`config.mk`:
```
export PLATFORM = sky130hd
export DESIGN_NAME = fci_host_ctrl
export DESIGN_NICKNAME = d
export VERILOG_FILES = /design/src/core/fci_cycle_timer.v /design/src/core/fci_host_ctrl.v
export VERILOG_INCLUDE_DIRS = /design/src /design/src/include
export SDC_FILE = /design/constraint.sdc
export NUM_CORES = 1
export LEC_CHECK = 0
export BUFFER_PORTS_ARGS = -buffer_cell sky130_fd_sc_hd__buf_2
export CORE_UTILIZATION = 35
export DETAILED_ROUTE_END_ITERATION = 8
export PLACE_DENSITY = 0.71
export SKIP_CTS_REPAIR_TIMING = 1
export SYNTH_ARGS = -nofsm -noshare
export SYNTH_HDL_FRONTEND = slang
export SYNTH_HIERARCHICAL = 1
export SYNTH_SLANG_ARGS = --single-unit
```
`constraint.sdc`:
```
create_clock -name mclk -period 1.9 [get_ports mclk]
set_clock_uncertainty 0.2 [all_clocks]
set_input_delay 0.285 -clock mclk [delete_from_list [all_inputs] [get_ports mclk]]
set_output_delay 0.285 -clock mclk [all_outputs]
set_load 0.03 [all_outputs]
```
`src/include/fci_defs.vh`:
```
// Constants for the host-side flash command controller
// Assumes a byte-wide block-erasable flash with active-low strobes
`ifndef FCI_DEFS_VH
`define FCI_DEFS_VH
`define FCI_AW 21
`define FCI_DW 8
`define FCI_BLK_W 5
`define FCI_BLK_LSB 16
`define FCI_CMD_ERASE_SETUP 8'h20
`define FCI_CMD_ERASE_CONFIRM 8'hD0
`define FCI_CMD_WRITE_SETUP 8'h40
`define FCI_CMD_READ_ARRAY 8'hFF
`define FCI_CMD_SUSPEND 8'hB0
`define FCI_CMD_READ_ID 8'h90
`define FCI_ID_MFR_ADDR 21'h000000
`define FCI_ID_DEV_ADDR 21'h000001
`define FCI_OP_READ 3'h0
`define FCI_OP_WRITE 3'h1
`define FCI_OP_ERASE 3'h2
`define FCI_OP_READ_ARRAY 3'h3
`define FCI_OP_SUSPEND 3'h4
`define FCI_OP_READ_ID 3'h5
`define FCI_OP_PWRDN 3'h6
// Timer loads in 100 ns cycles; each phase lasts its load plus two: setup, strobe low, hold, read, wake
`define FCI_T_SETUP 3'h1
`define FCI_T_STROBE 3'h2
`define FCI_T_HOLD 3'h1
`define FCI_T_READ 3'h2
`define FCI_T_WAKE 3'h3
`define FCI_CW 3
`endif
```
`src/core/fci_cycle_timer.v`:
```
// Down counter that times one phase of a bus cycle
// Assumes load and count come from the caller's state machine
`include "fci_defs.vh"
module fci_cycle_timer (
    input wire mclk,
    input wire rst_n,
    input wire load,
    input wire [`FCI_CW-1:0] value,
    output wire done
);
    reg [`FCI_CW-1:0] cnt;
    always @(posedge mclk or negedge rst_n) begin
        if (!rst_n) begin
            cnt <= {`FCI_CW{1'b0}};
        end else if (load) begin
            cnt <= value;
        end else if (cnt != {`FCI_CW{1'b0}}) begin
            cnt <= cnt - 1'b1;
        end
    end
    assign done = (cnt == {`FCI_CW{1'b0}});
endmodule // fci_cycle_timer

```
`src/core/fci_host_ctrl.v`:
```
// Host controller driving a byte-wide flash through its strobe pins
// Assumes pins sampled synchronously to mclk; data pin split in/out/oe
// Operation
// Write enable low marks a write cycle
// Chip enable low selects; high idles device
// Reset pin low powers down, clears state
// Host keeps reset pin high otherwise
// Output enable low only for reads
// Twenty-one bit byte address selects byte
// Device drives reads, host drives writes
// Ready flag low while engine busy
// Ready high in powerdown, ID, suspend
// Read: CE low, OE low, WE high
// Two-cycle erase and program sequences
// FFH returns device to array read
// Suspend command pauses an erase
// Erase targets one of 32 blocks
// Setup command precedes confirm or data
// Read-array command before array reads
// Device enters status read after operation
// ID codes at addresses zero and one
// Data latched on write-enable rising edge
`include "fci_defs.vh"
module fci_host_ctrl (
    input wire mclk,
    input wire rst_n,
    input wire req_valid,
    input wire [2:0] req_op,
    input wire [`FCI_AW-1:0] req_addr,
    input wire [`FCI_DW-1:0] req_data,
    output reg req_ready,
    output reg rsp_valid,
    output reg [`FCI_DW-1:0] rsp_data,
    output reg engine_busy,
    output reg reset_powerdown_n,
    output reg chip_enable_n,
    output reg output_enable_n,
    output reg write_enable_n,
    output reg [`FCI_AW-1:0] byte_address_bus,
    output reg [`FCI_DW-1:0] byte_data_out,
    output reg byte_data_oe_n,
    input wire [`FCI_DW-1:0] byte_data_in,
    input wire engine_ready_flag
);
    localparam S_IDLE = 3'h0;
    localparam S_SETUP = 3'h1;
    localparam S_STROBE = 3'h2;
    localparam S_HOLD = 3'h3;
    localparam S_GAP = 3'h4;
    localparam S_PDN = 3'h5;
    localparam S_WAKE = 3'h6;

    reg [2:0] state;
    reg [2:0] op;
    reg second;
    reg is_read;
    reg [`FCI_DW-1:0] wr_byte;
    reg [`FCI_DW-1:0] data_byte;
    reg tload;
    reg [`FCI_CW-1:0] tval;
    wire tdone;

    // One shared timer paces every phase of every bus cycle
    fci_cycle_timer u_timer (
        .mclk(mclk),
        .rst_n(rst_n),
        .load(tload),
        .value(tval),
        .done(tdone)
    );

    // First byte of each operation: setup command or single command
    function [`FCI_DW-1:0] first_byte;
        input [2:0] o;
        input [`FCI_DW-1:0] d;
        begin
            case (o)
                `FCI_OP_WRITE: first_byte = `FCI_CMD_WRITE_SETUP;
                `FCI_OP_ERASE: first_byte = `FCI_CMD_ERASE_SETUP;
                `FCI_OP_READ_ARRAY: first_byte = `FCI_CMD_READ_ARRAY;
                `FCI_OP_SUSPEND: first_byte = `FCI_CMD_SUSPEND;
                `FCI_OP_READ_ID: first_byte = `FCI_CMD_READ_ID;
                default: first_byte = d;
            endcase
        end
    endfunction

    always @(posedge mclk or negedge rst_n) begin
        if (!rst_n) begin
            state <= S_IDLE;
            op <= `FCI_OP_READ;
            second <= 1'b0;
            is_read <= 1'b0;
            wr_byte <= {`FCI_DW{1'b0}};
            data_byte <= {`FCI_DW{1'b0}};
            tload <= 1'b0;
            tval <= {`FCI_CW{1'b0}};
            req_ready <= 1'b0;
            rsp_valid <= 1'b0;
            rsp_data <= {`FCI_DW{1'b0}};
            engine_busy <= 1'b0;
            // Flash held in power-down while the controller is in reset
            reset_powerdown_n <= 1'b0;
            chip_enable_n <= 1'b1;
            output_enable_n <= 1'b1;
            write_enable_n <= 1'b1;
            byte_address_bus <= {`FCI_AW{1'b0}};
            byte_data_out <= {`FCI_DW{1'b0}};
            byte_data_oe_n <= 1'b1;
        end else begin
            tload <= 1'b0;
            rsp_valid <= 1'b0;
            // Ready pin is sampled once, so busy lags it by one cycle
            if (!reset_powerdown_n) begin
                engine_busy <= 1'b0;
            end else begin
                engine_busy <= ~engine_ready_flag;
            end
            case (state)
                S_IDLE: begin
                    // Requests are only taken between bus cycles
                    reset_powerdown_n <= 1'b1;
                    req_ready <= 1'b1;
                    if (req_valid && req_ready) begin
                        req_ready <= 1'b0;
                        op <= req_op;
                        if (req_op == `FCI_OP_PWRDN) begin
                            reset_powerdown_n <= 1'b0;
                            state <= S_PDN;
                        end else begin
                            is_read <= (req_op == `FCI_OP_READ);
                            second <= 1'b0;
                            wr_byte <= first_byte(req_op, req_data);
                            // Kept for the second write, so req_data may change
                            data_byte <= req_data;
                            byte_address_bus <= req_addr;
                            tval <= `FCI_T_SETUP;
                            tload <= 1'b1;
                            state <= S_SETUP;
                        end
                    end
                end
                S_SETUP: begin
                    chip_enable_n <= 1'b0;
                    // Host drives the data bus for the whole write cycle
                    if (!is_read) begin
                        byte_data_out <= wr_byte;
                        byte_data_oe_n <= 1'b0;
                    end
                    if (tdone && !tload) begin
                        if (is_read) begin
                            output_enable_n <= 1'b0;
                            tval <= `FCI_T_READ;
                        end else begin
                            write_enable_n <= 1'b0;
                            tval <= `FCI_T_STROBE;
                        end
                        tload <= 1'b1;
                        state <= S_STROBE;
                    end
                end
                S_STROBE: begin
                    if (tdone && !tload) begin
                        if (is_read) begin
                            // Read byte is taken while OE is still low
                            rsp_data <= byte_data_in;
                            rsp_valid <= 1'b1;
                            output_enable_n <= 1'b1;
                        end else begin
                            write_enable_n <= 1'b1;
                        end
                        tval <= `FCI_T_HOLD;
                        tload <= 1'b1;
                        state <= S_HOLD;
                    end
                end
                S_HOLD: begin
                    // CE and data stay put after WE rises so the byte latches cleanly
                    if (tdone && !tload) begin
                        chip_enable_n <= 1'b1;
                        byte_data_oe_n <= 1'b1;
                        state <= S_GAP;
                    end
                end
                S_GAP: begin
                    // Strobe-free cycle after each bus cycle; starts the second write of a sequence
                    if (!second && (op == `FCI_OP_WRITE || op == `FCI_OP_ERASE)) begin
                        second <= 1'b1;
                        if (op == `FCI_OP_ERASE) begin
                            wr_byte <= `FCI_CMD_ERASE_CONFIRM;
                        end else begin
                            wr_byte <= data_byte;
                        end
                        tval <= `FCI_T_SETUP;
                        tload <= 1'b1;
                        state <= S_SETUP;
                    end else begin
                        state <= S_IDLE;
                    end
                end
                S_PDN: begin
                    // The op that wakes the flash is consumed, not executed
                    if (req_valid && req_ready && req_op != `FCI_OP_PWRDN) begin
                        req_ready <= 1'b0;
                        reset_powerdown_n <= 1'b1;
                        tval <= `FCI_T_WAKE;
                        tload <= 1'b1;
                        state <= S_WAKE;
                    end else begin
                        req_ready <= 1'b1;
                    end
                end
                S_WAKE: begin
                    // Flash needs recovery time after deep power-down
                    if (tdone && !tload) begin
                        state <= S_IDLE;
                    end
                end
                default: state <= S_IDLE;
            endcase
        end
    end
endmodule // fci_host_ctrl

```
==> flow_metrics.tcl, run 1 <==
set metrics [dict create \
    grt_use_met1_pct 18.3 \
    num_antenna_cells 0 \
    dpl.hpwl_um 5920 \
    synth.avg_cell_area_um2 12.0 \
    cts_root_buffer "clkbuf_8" \
    die_height_um 102 \
    hp-class "primary input to register" \
    overflow 0 \
    synth_cell_types 49 \
    r2r-start "op[2]$_DFFE_PN0P_" \
    drtAntennaViolNets 0 \
    grt_pass1_wl_um 12700 \
    fp.dieArea_um2 10400 \
    syn_area_um2 3510 \
    power_density_nw_per_um2 1560 \
    path_clk_slew_ns 0.08 \
    syn2layout_area_growth_pct 44.3 \
    setup_viol 0 \
    drc 0 \
    crit_required_ns 1.95 \
    p_leak_nw 2.37 \
    cts_tree "built" \
    final_util_pct 52.0 \
    h-tree-depth 3 \
    drtIter0Drc 130 \
    start_util_pct 36.0 \
    final_common_cell "buf_2" \
    post-route-period-util_pct 99.5 \
    fillCellCount 881 \
    rrSetupSlack_ns 0.01 \
    worst_slack_ns 0.00992 \
    coreArea_um2 9730 \
    holdPathEnd "op[0]$_DFFE_PN0P_" \
    fin_setup_tns_ns 0 \
    hold_viol 0 \
    use_met2_pct 26.8 \
    grt_pass1_vias 2735 \
    first_pass_iters 4 \
    grt_antenna_before_repair 0 \
    drive_gt1_share_pct 46.5 \
    holdPathStages 2 \
    die_w_um 102 \
    via_count 2951 \
    cap_violations 0 \
    dpl.cell_count 540 \
    routed_wl_um 8570 \
    track_usage_pct 16.2 \
    worstHoldStart "req_op[0]" \
    fp-row-count 36 \
    synth_edf_count 0 \
    max-vdd-ir-drop_v 0.000820 \
    port_buffers 88 \
    synth-seq-cells 75 \
    finalCriticalPeriod_ns 1.89 \
    critPathMaxFanout 6 \
    crit_path_start_kind "register" \
    cts_buffers 9 \
    dpl_worst_slack_ns -0.105 \
    reg2reg_depth 5 \
    cts_max_path_buffers 2 \
    ios 89 \
    synth_ff_type "dfrtp_1" \
    via_per_inst 4.93 \
    wl_per_cell_um 14.3 \
    yosys_warnings 6 \
    cts_num_sinks 75 \
    layoutNonFillerInstCount 598 \
    crit_type "register to register" \
    fmax_mhz 529 \
    rsz0062_at_grt "yes" \
    endpoint_kind "register" \
    max_slew_margin_pct 65.8 \
    gp_congestion 0.865 \
    busiest_layer "met2" \
    final_cell_mix "buf_2, dfrtp_1, mux2_2, dlygate4sd3_1, buf_4" \
    arrival_ns 1.94 \
    grt_max_degree 38 \
    synth-async-reset-ratio_pct 100 \
    syn_nets 341 \
    grt_use_met3_pct 6.98 \
    r2r_end "wr_byte[2]$_DFFE_PN0P_" \
    clock_latency_ns 0.36 \
    yosysSeqAreaShare_pct 53.7 \
    nNetsFinal 508 \
    synthCells 293 \
    worst_pin_slew_ns 0.512 \
    slew_violations 0 \
    run_status "complete, no violations" \
]
==> cell type report <==
type                       count  area (µm²)  area share [%]
inverter                      16        60.1            1.19
clock inverter                 5        53.8            1.06
multi-input combinational    190        1580            31.3
tap                          133         166            3.29
sequential                    75        1880            37.2
timing repair buffer         168        1180            23.3
clock buffer                  11         131            2.60
==> layer usage <==
metal	wire length (µm)	vias to the layer above
met5	0	-
met1	3510	1434
li1	-	1398
met4	169	0
met2	4370	104
met3	518	15
==> through the flow <==
stage | cell area, µm² | power [W] | hold slack, ns
floorplan | 3550 | 0.00526 | -0.211
global placement | 4410 | 0.00641 | 0.0878
detailed placement | 4410 | 0.00653 | 0.0979
CTS | 4600 | 0.00775 | -0.303
global route | 5060 | 0.00843 | 0.0224
finish | 5060 | 0.00791 | 0.0349
==> flip-flops by register name, indices dropped and copies added, names as in the netlist, 2 cells and up <==
signal	count
byte_address_bus	21
byte_data_out	8
data_byte	8
rsp_data	8
wr_byte	8
op	3
state	3
u_timer/cnt	3
tval	2
==> synth_stat cells, types with 2 or more instances <==
cell | number | area share (%)
dfrtp_1 | 71 | 51
mux2_2 | 52 | 17
o21ai_0 | 19 | 2.7
inv_1 | 16 | 1.7
nand2b_1 | 12 | 2.1
nand2_1 | 10 | 1.1
nor2_1 | 10 | 1.1
nor2b_1 | 10 | 1.8
a21oi_1 | 9 | 1.3
clkbuf_1 | 7 | 0.75
a32o_1 | 5 | 1.4
nand3_1 | 5 | 0.71
a31oi_1 | 4 | 0.71
buf_2 | 4 | 0.57
dfstp_2 | 4 | 3.0
ha_1 | 4 | 1.4
nand3b_1 | 3 | 0.64
nor3_1 | 3 | 0.43
nor4b_1 | 3 | 0.75
o22ai_1 | 3 | 0.54
a221oi_1 | 2 | 0.50
and2_1 | 2 | 0.36
and3b_1 | 2 | 0.50
nor4_1 | 2 | 0.36
o211a_1 | 2 | 0.57
o22a_1 | 2 | 0.50
o32a_1 | 2 | 0.57
o32ai_1 | 2 | 0.50
o41ai_1 | 2 | 0.50
or3b_1 | 2 | 0.50
==> logic make-up (layout without fill, tap and decap cells) <==
logic type / after synthesis / after routing / share of synthesized area (%)
adders and majority gates: 4 / 4 / 1.43
other: 1 / 1 / 0.107
buffers and inverters: 28 / 200 / 3.25
AOI/OAI and AO/OA: 62 / 62 / 12.3
xor gates and xnor gates: 1 / 1 / 0.250
DFF: 75 / 75 / 53.7
and+or+nand+nor: 70 / 70 / 12.3
muxes: 52 / 52 / 16.7
==> power by group <==
part | total (W) | leakage [nW] | switching, W | internal, W
Sequential | 0.00278 | 0.901 | 0.000455 | 0.00232
Combinational | 0.00394 | 1.37 | 0.00213 | 0.00181
Clock | 0.00119 | 0.0971 | 0.000582 | 0.000603
Total | 0.00791 | 2.37 | 0.00317 | 0.00474
==> worst max-delay path, cell delays in order (launching register included) <==
cell	delay, ns
dfrtp_1	0.37
or3b_1	0.37
o22a_2	0.24
nor3_4	0.15
buf_12	0.15
mux2_4	0.29
==> worst max path at each step <==
stage	start	to	slack, ns
detailed placement	u_timer/cnt[0]$_DFFE_PN0P_	tload$_DFF_PN0_	-0.10
CTS	u_timer/cnt[0]$_DFFE_PN0P_	tload$_DFF_PN0_	-0.13
finish	op[2]$_DFFE_PN0P_	wr_byte[2]$_DFFE_PN0P_	0.01
global route	state[2]$_DFFE_PN0P_	wr_byte[6]$_DFFE_PN0P_	-0.07
floorplan	u_timer/cnt[0]$_DFFE_PN0P_	rsp_data[0]$_DFFE_PN0P_	-0.17
global placement	u_timer/cnt[0]$_DFFE_PN0P_	tload$_DFF_PN0_	-0.02
Note: power is estimated with default switching activity, not from simulation.
==> run 2: changes to the inputs <==
--- a/config.mk
+++ b/config.mk
@@ -9,9 +9,9 @@
 export BUFFER_PORTS_ARGS = -buffer_cell sky130_fd_sc_hd__buf_2
 export CORE_UTILIZATION = 35
 export DETAILED_ROUTE_END_ITERATION = 8
+export MAX_ROUTING_LAYER = met4
 export PLACE_DENSITY = 0.71
 export SKIP_CTS_REPAIR_TIMING = 1
 export SYNTH_ARGS = -nofsm -noshare
 export SYNTH_HDL_FRONTEND = slang
-export SYNTH_HIERARCHICAL = 1
 export SYNTH_SLANG_ARGS = --single-unit
==> flow_metrics.tcl, run 2 <==
set metrics [dict create \
    fin_hold_ws_ns 0.0228 \
    final_cell_mix "nand2_1, buf_2, dfrtp_1, dlygate4sd3_1, buf_4" \
    final_area_um2 5070 \
    largest-register "byte_address_bus" \
    via_count 3175 \
    path_cells "or3b_4 > or4_4 > nand2_8 > mux2_4" \
    startpoint "state[1]$_DFFE_PN0P_" \
    finalCriticalPeriod_ns 1.99 \
    largest_reg_flops 21 \
    synth-seq-cells 75 \
    hp-class "primary input to register" \
    cts_buffers 9 \
    worstHoldStart "req_op[0]" \
    routed_wl_um 9210 \
    fp-row-count 35 \
    worst_slack_ns -0.0942 \
    synth.avg_cell_area_um2 10.0 \
    final_common_cell "nand2_1" \
    setup_viol 10 \
    layoutNonFillerInstCount 639 \
    synth_ff_type "dfrtp_1" \
    crit_path_start_kind "register" \
    p_total_w 0.00840 \
    wl_per_cell_um 14.4 \
    synth_cell_types 52 \
    holdPathEnd "is_read$_DFFE_PN0P_" \
    post-route-period-util_pct 105 \
    cts_num_sinks 75 \
    synth_top_family_by_area "simple AND/OR/NAND/NOR gates" \
    run_status "complete, but fails checks" \
    drc 0 \
    nNetsFinal 553 \
    rrSetupSlack_ns -0.09 \
    yosys.area.top_type "dfrtp_1" \
    yosysSeqAreaShare_pct 54.2 \
    drive_gt1_share_pct 38.0 \
    crit_required_ns 1.95 \
    max_slew_margin_pct 71.7 \
    dpl.cell_count 577 \
    first_pass_iters 4 \
    die_height_um 102 \
    r2r-start "state[1]$_DFFE_PN0P_" \
    violations "setup timing" \
    start_util_pct 36.9 \
    endpoint_kind "register" \
    p_leak_nw 2.47 \
    synth_edf_count 0 \
    yosysMostFrequentCell "nand2_1" \
    reg2reg_depth 4 \
    clock_latency_ns 0.36 \
    cts_max_path_buffers 2 \
    slowest_stage "or4_4" \
    track_usage_pct 17.5 \
    path_buf_inv 0 \
    worst_pin_slew_ns 0.425 \
    synth_top_cell_area_share_pct 51.1 \
    fmax_mhz 501 \
    gp_congestion 0.880 \
    muxShareOfSynthArea_pct 8.39 \
    syn_nets 395 \
    crit_type "register to register" \
    via_per_inst 4.97 \
    synth_commonest_cells "nand2_1, dfrtp_1, mux2_2" \
    max-vdd-ir-drop_v 0.000793 \
    syn_area_um2 3470 \
    hold_viol 0 \
    slowest_delay_ns 0.48 \
    critPathMaxFanout 5 \
    synth-async-reset-ratio_pct 100 \
    slew_violations 0 \
    die_w_um 102 \
    grt_pass1_vias 2901 \
    fp.dieArea_um2 10300 \
    grt_pass1_wl_um 13400 \
    ios 89 \
    syn2layout_area_growth_pct 46.0 \
    dpl.hpwl_um 5630 \
    drtAntennaViolNets 0 \
    power_density_nw_per_um2 1660 \
    synthCells 347 \
    coreArea_um2 9420 \
    path_clk_slew_ns 0.08 \
    synth_simple_gate_area_share_pct 20.1 \
    num_antenna_cells 0 \
    path_delay_family "simple AND/OR/NAND/NOR gates" \
    synth_xor_area_share_pct 0.504 \
    drtIter0Drc 86 \
    grt_max_degree 76 \
    overflow 0 \
    yosys_warnings 0 \
    cap_violations 0 \
    cts_root_buffer "clkbuf_8" \
    cts_tree "built" \
    synthAdderAreaFrac_pct 1.44 \
    rsz0062_at_grt "yes" \
    h-tree-depth 3 \
    arrival_ns 2.04 \
    synth-compound-area-share_pct 11.5 \
    port_buffers 88 \
    ys_top_cells_by_area "dfrtp_1, nand2_1, mux2_2, dfstp_2, o21ai_0" \
    placed_area_um2 4300 \
    grt_antenna_before_repair 0 \
    holdPathStages 2 \
    r2r_end "wr_byte[4]$_DFFE_PN0P_" \
]
[run 2: routing by layer]
metal | wire length (µm) | vias to the layer above | track usage [%]
met5 | 0 | - | -
met4 | 83 | 0 | 5.46
met3 | 556 | 10 | 4.69
met2 | 4600 | 135 | 26.4
met1 | 3970 | 1511 | 22.9
li1 | - | 1519 | -
[run 2: area by class of cell]
class | instances | area, µm²
clock inverter | 7 | 83.8
sequential | 75 | 1880
multi-input combinational | 240 | 1580
tap | 129 | 161
inverter | 14 | 52.6
timing repair buffer | 165 | 1190
clock buffer | 9 | 124
fill | 819 | 4340
[run 2: cells by family after synthesis]
family | count (synthesis)
simple gates | 150
flops | 75
compound gates | 60
buf+inv | 32
mux | 24
fa+ha+maj | 4
xor+xnor | 2
[run 2: worst max path at each step]
stage                                    to  cells past startpoint
floorplan            wr_byte[4]$_DFFE_PN0P_                      6
global placement     wr_byte[4]$_DFFE_PN0P_                      7
detailed placement  rsp_data[1]$_DFFE_PN0P_                      7
finish               wr_byte[4]$_DFFE_PN0P_                      4
global route         wr_byte[7]$_DFFE_PN0P_                      4
CTS                 rsp_data[3]$_DFFE_PN0P_                      7
[run 2: where the power goes]
group          switching (W)  total [W]  internal [W]
clock network       0.000664    0.00129      0.000629
registers           0.000454    0.00282       0.00236
logic                0.00250    0.00429       0.00179
[run 2: through the flow]
stage / TNS, ns / util [%] / worst slack (ns)
floorplan: -1.76 / - / -0.266
global placement: -0.601 / 45.6 / -0.0871
detailed placement: -1.62 / 45.6 / -0.155
CTS: -2.00 / 47.9 / -0.186
global route: -2.73 / 53.9 / -0.139
finish: -0.344 / 53.9 / -0.0942
